**config.mk**
```make
export PLATFORM = sky130hd
export DESIGN_NAME = tms_timer
export DESIGN_NICKNAME = d
export VERILOG_FILES = /design/src/include/tms_pkg.sv /design/src/tms_timer.sv
export SDC_FILE = /design/constraint.sdc
export NUM_CORES = 1
export LEC_CHECK = 0
export BUFFER_PORTS_ARGS = -buffer_cell sky130_fd_sc_hd__buf_2
export CORE_MARGIN = 1
export CORE_UTILIZATION = 58
export CTS_CLUSTER_SIZE = 40
export DETAILED_ROUTE_END_ITERATION = 8
export HOLD_SLACK_MARGIN = 0.05
export PLACE_DENSITY = 0.86
export SLEW_MARGIN = 15
export SYNTH_ARGS = -nofsm -noshare
export SYNTH_HDL_FRONTEND = slang
export SYNTH_SLANG_ARGS = --single-unit
export TNS_END_PERCENT = 5
```
**constraint.sdc**
```tcl
create_clock -name clk_i -period 6 [get_ports clk_i]
set_clock_uncertainty 0.15 [all_clocks]
set_input_delay 0.3 -clock clk_i [delete_from_list [all_inputs] [get_ports clk_i]]
set_output_delay 0.3 -clock clk_i [all_outputs]
set_load 0.02 [all_outputs]
```
**src/include/tms_pkg.sv**
```systemverilog
// Package for the timer with mode strap block
package tms_pkg;

	// ------------------------------------------------------------
	// Register offsets (byte addresses)
	// ------------------------------------------------------------
	localparam logic [7:0] OFF_CTRL    = 8'h00;
	localparam logic [7:0] OFF_STATUS  = 8'h04;
	localparam logic [7:0] OFF_MASK    = 8'h08;
	localparam logic [7:0] OFF_COUNT   = 8'h0c;
	localparam logic [7:0] OFF_COMPARE = 8'h10;
	localparam logic [7:0] OFF_CAPTURE = 8'h14;
	localparam logic [7:0] OFF_STRAP   = 8'h18;
	localparam logic [7:0] OFF_PORTB   = 8'h1c;
	localparam logic [7:0] OFF_PORTC   = 8'h20;
	localparam logic [7:0] OFF_DDRB    = 8'h24;
	localparam logic [7:0] OFF_DDRC    = 8'h28;
	localparam logic [7:0] OFF_EXPB    = 8'h2c;
	localparam logic [7:0] OFF_EXPC    = 8'h30;

	// ------------------------------------------------------------
	// Field positions
	// ------------------------------------------------------------
	localparam int CTRL_PIN_EN    = 0;
	localparam int CTRL_CMP_LEVEL = 1;
	localparam int CTRL_CAP_EDGE  = 2;
	localparam int ST_CMP         = 0;
	localparam int ST_CAP         = 1;
	localparam int PB_CMP_BIT     = 7;
	localparam int PB_CAP_BIT     = 6;

	// ------------------------------------------------------------
	// Reset values
	// ------------------------------------------------------------
	localparam logic [2:0]  CTRL_RST    = 3'h0;
	localparam logic [15:0] COMPARE_RST = 16'hffff;
	localparam logic [15:0] ZERO16      = 16'h0000;
	localparam logic [31:0] BAD_ADDR_RD = 32'h0000_0000;

	// ------------------------------------------------------------
	// Types
	// ------------------------------------------------------------
	typedef enum logic [1:0] {
		TMS_SINGLE   = 2'b00,
		TMS_SIMPLE   = 2'b01,
		TMS_ROM      = 2'b10,
		TMS_ROM_TMR  = 2'b11
	} tms_mode_t;

	typedef struct packed {
		tms_mode_t  mode;
		logic [2:0] scsi_id;
		logic       parity_en;
	} tms_strap_t;

	typedef struct packed {
		logic [7:0] o;
		logic [7:0] oe_n;
	} tms_port_t;

endpackage

```
**src/tms_timer.sv**
```systemverilog
// Timer, strap latch and port B/C pin sharing
//
// Decided for this implementation: the Wishbone slave port and the register addresses.
`timescale 1ns/1ps

module tms_timer
	import tms_pkg::*;
#(
	parameter logic [1:0] MAP_00 = 2'b00,
	parameter logic [1:0] MAP_01 = 2'b01,
	parameter logic [1:0] MAP_10 = 2'b10,
	parameter logic [1:0] MAP_11 = 2'b11
) (
	// Clock and reset
	input  wire logic        clk_i,
	input  wire logic        rst_i,
	// Wishbone slave
	input  wire logic        cyc_i,
	input  wire logic        stb_i,
	input  wire logic        we_i,
	input  wire logic [7:0]  adr_i,
	input  wire logic [3:0]  sel_i,
	input  wire logic [31:0] dat_i,
	output logic      [31:0] dat_o,
	output logic             ack_o,
	// Straps
	input  wire logic        mode_strap_one_i,
	input  wire logic        mode_strap_two_i,
	input  wire logic [2:0]  scsi_id_strap_i,
	input  wire logic        parity_strap_i,
	// Port B and C pins
	input  wire logic [7:0]  portb_i,
	output logic      [7:0]  portb_o,
	output logic      [7:0]  portb_oe_n_o,
	input  wire logic [7:0]  portc_i,
	output logic      [7:0]  portc_o,
	output logic      [7:0]  portc_oe_n_o,
	// Expansion bus view of ports
	output logic      [7:0]  exp_b_in_o,
	output logic      [7:0]  exp_c_in_o,
	// Status
	output tms_strap_t       strap_o,
	output logic             irq_o
);

	// ------------------------------------------------------------
	// Wishbone decode
	// ------------------------------------------------------------
	logic        wr;
	logic        rd_ok;
	logic [31:0] rd_data;
	logic        strap_done_reg;
	tms_strap_t  strap_reg;
	logic [15:0] count_reg;
	logic [15:0] compare_reg;
	logic [15:0] capture_reg;
	logic [2:0]  ctrl_reg;
	logic [1:0]  status_reg;
	logic [1:0]  mask_reg;
	logic        cmp_pin_reg;
	logic        cap_prev_reg;
	logic [7:0]  pb_reg;
	logic [7:0]  pc_reg;
	logic [7:0]  ddrb_reg;
	logic [7:0]  ddrc_reg;
	logic [7:0]  expb_reg;
	logic [7:0]  expc_reg;

	assign wr = cyc_i && stb_i && we_i && !ack_o;

	function automatic logic [7:0] lane0(input logic [7:0] old, input logic [31:0] d,
		input logic [3:0] s);
		lane0 = s[0] ? d[7:0] : old;
	endfunction

	function automatic logic [15:0] lane01(input logic [15:0] old, input logic [31:0] d,
		input logic [3:0] s);
		lane01 = {s[1] ? d[15:8] : old[15:8], s[0] ? d[7:0] : old[7:0]};
	endfunction

	always_ff @(posedge clk_i) begin
		if (rst_i) begin
			ack_o <= 1'b0;
		end else begin
			ack_o <= cyc_i && stb_i && !ack_o;
		end
	end

	// ------------------------------------------------------------
	// Strap latch
	// ------------------------------------------------------------
	// Taken on the first edge after release, never from a port under reset
	function automatic tms_mode_t map_mode(input logic [1:0] pins);
		logic [1:0] m;
		m = MAP_00;
		unique case (pins)
			2'b00: m = MAP_00;
			2'b01: m = MAP_01;
			2'b10: m = MAP_10;
			2'b11: m = MAP_11;
		endcase
		map_mode = tms_mode_t'(m);
	endfunction

	always_ff @(posedge clk_i) begin
		if (rst_i) begin
			strap_done_reg <= 1'b0;
			strap_reg      <= '{mode: TMS_SINGLE, scsi_id: 3'h0, parity_en: 1'b0};
		end else if (!strap_done_reg) begin
			strap_done_reg     <= 1'b1;
			strap_reg.mode     <= map_mode({mode_strap_two_i, mode_strap_one_i});
			strap_reg.scsi_id  <= scsi_id_strap_i;
			strap_reg.parity_en <= parity_strap_i;
		end
	end

	assign strap_o = strap_reg;

	// ------------------------------------------------------------
	// Pin function select
	// ------------------------------------------------------------
	logic single;
	logic tmr_mode;
	logic tmr_pins;
	logic cap_pin;

	assign single   = (strap_reg.mode == TMS_SINGLE);
	assign tmr_mode = single || (strap_reg.mode == TMS_ROM_TMR);
	assign tmr_pins = tmr_mode && ctrl_reg[CTRL_PIN_EN];
	// Raw pin tracked while disabled, so a steady high never reads as an edge
	assign cap_pin  = portb_i[PB_CAP_BIT];

	// ------------------------------------------------------------
	// Counter, compare, capture
	// ------------------------------------------------------------
	logic cmp_hit;
	logic cap_hit;

	assign cmp_hit = (count_reg == compare_reg);
	// Edge only seen while pin is routed to the timer
	assign cap_hit = tmr_pins && (ctrl_reg[CTRL_CAP_EDGE] ? (cap_pin && !cap_prev_reg)
		: (!cap_pin && cap_prev_reg));

	always_ff @(posedge clk_i) begin
		if (rst_i) begin
			count_reg <= ZERO16;
		end else begin
			count_reg <= count_reg + 16'h0001;
		end
	end

	always_ff @(posedge clk_i) begin
		if (rst_i) begin
			cap_prev_reg <= 1'b0;
			capture_reg  <= ZERO16;
		end else begin
			cap_prev_reg <= cap_pin;
			if (cap_hit) begin
				capture_reg <= count_reg;
			end
		end
	end

	always_ff @(posedge clk_i) begin
		if (rst_i) begin
			cmp_pin_reg <= 1'b0;
		end else if (cmp_hit) begin
			cmp_pin_reg <= ctrl_reg[CTRL_CMP_LEVEL];
		end
	end

	// ------------------------------------------------------------
	// Control, compare, mask, port registers
	// ------------------------------------------------------------
	always_ff @(posedge clk_i) begin
		if (rst_i) begin
			ctrl_reg    <= CTRL_RST;
			compare_reg <= COMPARE_RST;
			mask_reg    <= 2'h0;
			pb_reg      <= 8'h00;
			pc_reg      <= 8'h00;
			ddrb_reg    <= 8'h00;
			ddrc_reg    <= 8'h00;
			expb_reg    <= 8'h00;
			expc_reg    <= 8'h00;
		end else if (wr) begin
			unique case (adr_i)
				OFF_CTRL:    ctrl_reg    <= sel_i[0] ? dat_i[2:0] : ctrl_reg;
				OFF_COMPARE: compare_reg <= lane01(compare_reg, dat_i, sel_i);
				OFF_MASK:    mask_reg    <= sel_i[0] ? dat_i[1:0] : mask_reg;
				OFF_PORTB:   pb_reg      <= lane0(pb_reg, dat_i, sel_i);
				OFF_PORTC:   pc_reg      <= lane0(pc_reg, dat_i, sel_i);
				OFF_DDRB:    ddrb_reg    <= lane0(ddrb_reg, dat_i, sel_i);
				OFF_DDRC:    ddrc_reg    <= lane0(ddrc_reg, dat_i, sel_i);
				OFF_EXPB:    expb_reg    <= lane0(expb_reg, dat_i, sel_i);
				OFF_EXPC:    expc_reg    <= lane0(expc_reg, dat_i, sel_i);
				default: ;
			endcase
		end
	end

	// ------------------------------------------------------------
	// Sticky status with write-one-to-clear
	// ------------------------------------------------------------
	logic [1:0] clr;
	logic [1:0] evt;

	assign clr = (wr && adr_i == OFF_STATUS && sel_i[0]) ? dat_i[1:0] : 2'h0;
	assign evt = {cap_hit, cmp_hit};

	always_ff @(posedge clk_i) begin
		if (rst_i) begin
			status_reg <= 2'h0;
		end else begin
			// Set beats clear in the same cycle
			status_reg <= (status_reg & ~clr) | evt;
		end
	end

	assign irq_o = |(status_reg & mask_reg);

	// ------------------------------------------------------------
	// Pin drive
	// ------------------------------------------------------------
	// Expanded modes hand port B to the address/data bus drive; port C drives expc_reg with oe_n taken straight from ddrc_reg
	always_comb begin
		if (single) begin
			portb_o      = pb_reg;
			portb_oe_n_o = ~ddrb_reg;
			portc_o      = pc_reg;
			portc_oe_n_o = ~ddrc_reg;
		end else begin
			portb_o      = expb_reg;
			portb_oe_n_o = 8'h00;
			portc_o      = expc_reg;
			portc_oe_n_o = ddrc_reg;
		end
		if (tmr_pins) begin
			portb_o[PB_CMP_BIT]      = cmp_pin_reg;
			portb_oe_n_o[PB_CMP_BIT] = 1'b0;
			portb_oe_n_o[PB_CAP_BIT] = 1'b1;
		end
	end

	assign exp_b_in_o = portb_i;
	assign exp_c_in_o = portc_i;

	// ------------------------------------------------------------
	// Read mux
	// ------------------------------------------------------------
	always_comb begin
		rd_ok   = 1'b1;
		rd_data = BAD_ADDR_RD;
		unique case (adr_i)
			OFF_CTRL:    rd_data[2:0]  = ctrl_reg;
			OFF_STATUS:  rd_data[1:0]  = status_reg;
			OFF_MASK:    rd_data[1:0]  = mask_reg;
			OFF_COUNT:   rd_data[15:0] = count_reg;
			OFF_COMPARE: rd_data[15:0] = compare_reg;
			OFF_CAPTURE: rd_data[15:0] = capture_reg;
			OFF_STRAP:   rd_data[5:0]  = strap_reg;
			OFF_PORTB:   rd_data[7:0]  = portb_i;
			OFF_PORTC:   rd_data[7:0]  = portc_i;
			OFF_DDRB:    rd_data[7:0]  = ddrb_reg;
			OFF_DDRC:    rd_data[7:0]  = ddrc_reg;
			OFF_EXPB:    rd_data[7:0]  = expb_reg;
			OFF_EXPC:    rd_data[7:0]  = expc_reg;
			default:     rd_ok = 1'b0;
		endcase
	end

	always_ff @(posedge clk_i) begin
		if (rst_i) begin
			dat_o <= BAD_ADDR_RD;
		end else if (cyc_i && stb_i && !we_i && !ack_o) begin
			dat_o <= rd_ok ? rd_data : BAD_ADDR_RD;
		end
	end
endmodule

```
==> results.tsv <==
stage	metric	value	unit
status	status	complete, no violations	
setup_path	worst setup path start	strap_o[5]	
setup_path	Worst Reg-to-Reg Cells	5	
logic_synthesis	syn avg cell area	8.60	sq um
power	Leak	3.22	nW
logic_synthesis	Ys Warns	0	
clock_tree	CTS clk-pin slew, worst paths	60	ps
setup_path	crit path DAT	2490	ps
logic_synthesis	cells after synthesis	763	
logic_synthesis	Seq/Total Area, Yosys	39.4	%
setup_path	FF-to-FF Start	ack_o	
drt	Pre-antenna DRT Iters	6	
logic_synthesis	Synth Register Bits	129	
logic_synthesis	post-synth cell types	64	
clock_tree	CTS tree	yes	
final_layout	nets@finish	933	
drt	ANT nets after route	0	
final_layout	n_diodes	0	
worst_hold_path	HP Class	input port to flop	
clock_tree	H-tree Lvls	4	
power	Overall Power	2.10	mW
placement	Placer Congestion	0.968	
drt	# DRC	0	
setup_path	R2R Setup Slk	3210	ps
global_routing	first-pass GRT wire length	29800	um
setup_path	crit path capture type	output pin	
clock_tree	worst skew pair latency	420	ps
drt	Post-Route WL	19300	um
setup_path	critical path startpoint category	flop	
timing	fin. max-slew vios	0	
final_layout	share of cells above drive strength 1	22.2	%
timing	Final Hold Vio Count	0	
floorplanning	Initial Util	60.0	%
logic_synthesis	synthesized cell area	6560	sq um
logic_synthesis	Post-synth EDFFs	0	
placement	DP Wirelength	12900	um
timing	slew at the pin with the worst max-slew slack	1170	ps
drt	drt wl/cell	19.1	um
timing	RSZ-0062 raised after global routing	no	
global_routing	vias in the first global route	5789	
power	Max VDD drop	0.220	mV
timing	fmax	341	MHz
floorplanning	Die X-Extent	108	um
timing	minimum clock period	2940	ps
global_routing	overflow left after global routing	0	
final_layout	most frequent cells in the layout	dfxtp_1, buf_2, nor2_1	
worst_hold_path	hold depth	3	
global_routing	largest net degree at the start of global routing	70	
setup_path	Crit Path Category	flop to output pin	
floorplanning	Ports	159	
worst_hold_path	hold path start	dat_i[4]	
run	max cap viols	0	
clock_tree	post-cts resize count	0	
global_routing	gr usage total	33.9	%
drt	DR vias/cell	6.18	
timing	fin crit share	48.9	%
clock_tree	CTS buffer count	17	
logic_synthesis	fraction of registers with async set/reset	0	%
global_routing	initial antenna violation count	0	
setup_path	Req. time, crit path	5550	ps
final_layout	Area Growth Syn to Fin	18.4	%
floorplanning	Die Ht	108	um
clock_tree	clock tree buffer depth	2	
floorplanning	row cnt	38	
final_layout	commonest non-fill, non-tap cell in the layout	dfxtp_1	
clock_tree	Clk Tree Root Cell	clkbuf_16	
placement	port bufs	124	
timing	Setup Viol. Count Final	0	
setup_path	worst-path fanout max	14	
logic_synthesis	Synth Flop Type	dfxtp_1	
power	PD cells	270	nW/um^2
timing	Max-slew headroom	21.9	%
floorplanning	total die area	11700	sq um
clock_tree	clk sinks	129	
floorplanning	core footprint	10900	sq um
drt	vias after detailed routing	6262	
timing	setup TNS	0	ps
drt	First DRT Iteration DRCs	766	
==> path summary, 6_finish.rpt <==
kind	to
setup / recovery	portb_oe_n_o[7]
hold / removal	expb_reg[4]
setup reg to reg	pb_reg[3]
hold reg to reg	pc_reg[0]
==> synth_stat cells (4+ instances only) <==
| cell type | count | area, sq um |
|---|---|---|
| a211oi_1 | 5 | 37.5 |
| a21oi_1 | 55 | 275 |
| a221oi_1 | 6 | 52.6 |
| a22o_1 | 7 | 61.3 |
| a22oi_1 | 18 | 135 |
| and3_1 | 4 | 25.0 |
| buf_2 | 13 | 65.1 |
| buf_4 | 35 | 263 |
| clkbuf_1 | 36 | 135 |
| dfxtp_1 | 129 | 2580 |
| inv_1 | 8 | 30.0 |
| mux2_2 | 17 | 191 |
| mux2i_1 | 67 | 671 |
| nand2_1 | 81 | 304 |
| nand2b_1 | 6 | 37.5 |
| nand3_1 | 54 | 270 |
| nand4_1 | 5 | 31.3 |
| nor2_1 | 87 | 327 |
| nor2b_1 | 5 | 31.3 |
| nor3_1 | 7 | 35.0 |
| nor4_1 | 4 | 25.0 |
| o21ai_0 | 15 | 75.1 |
| o22ai_1 | 4 | 25.0 |
| o2bb2ai_1 | 8 | 70.1 |
| xor2_1 | 34 | 298 |
==> stage by stage <==
step	util [%]	setup slack, ps	instance area [sq um]	cells	hold WS (ps)
6_report	71.0	3060	7770	1013	64.7
4_1_cts	71.0	3140	7770	1013	63.7
3_5_place_dp	64.1	3250	7010	964	299
5_1_grt	71.0	2920	7770	1013	73.6
2_1_floorplan	-	3530	6620	778	275
3_3_place_gp	64.1	3280	7010	964	291
==> layout make-up <==
| cell class | count | area, sq um |
|---|---|---|
| clock buffer | 20 | 457 |
| clock inverter | 12 | 134 |
| fill | 800 | 3170 |
| inverter | 8 | 30.0 |
| multi-input combinational | 555 | 3540 |
| sequential | 129 | 2580 |
| tap | 140 | 175 |
| timing repair buffer | 149 | 853 |
==> repair_timing <==
action	in CTS	in global routing
hold buffers	17	0
buffers inserted	0	0
hold endpoints to repair	16	0
==> critical path, cell delays in order, from the launching register on <==
cell and delay [ps]:
dfxtp_1 370, inv_1 80, ha_1 670, buf_4 350, inv_1 170, nor3b_1 220
buf_2 200
==> cells by family after synthesis <==
| kind of cell | after synthesis | share of synthesized area (%) |
|---|---|---|
| buffers and inverters | 94 | 7.63 |
| other | 1 | 0.0571 |
| XOR/XNOR | 37 | 4.94 |
| AND/OR/NAND/NOR | 276 | 19.9 |
| flip-flops | 129 | 39.4 |
| adder cells (fa/ha/maj) | 2 | 0.381 |
| AO/OA/AOI/OAI | 137 | 13.6 |
| multiplexers | 87 | 14.2 |
==> routing by layer <==
layer / wire length [um] / global-route usage [%] / vias up
met5: 0 / 0 / -
met4: 773 / 16.1 / 0
met3: 2270 / 9.89 / 70
met2: 8730 / 52.4 / 424
met1: 7560 / 43.5 / 2930
li1: - / - / 2838
==> where the power goes <==
part	switching [mW]	total, mW	internal (mW)
combinational	0.127	0.191	0.0648
sequential	0.00885	0.871	0.862
clock	0.400	1.03	0.633
total	0.535	2.10	1.56
Note: power is estimated with default switching activity, not from simulation.
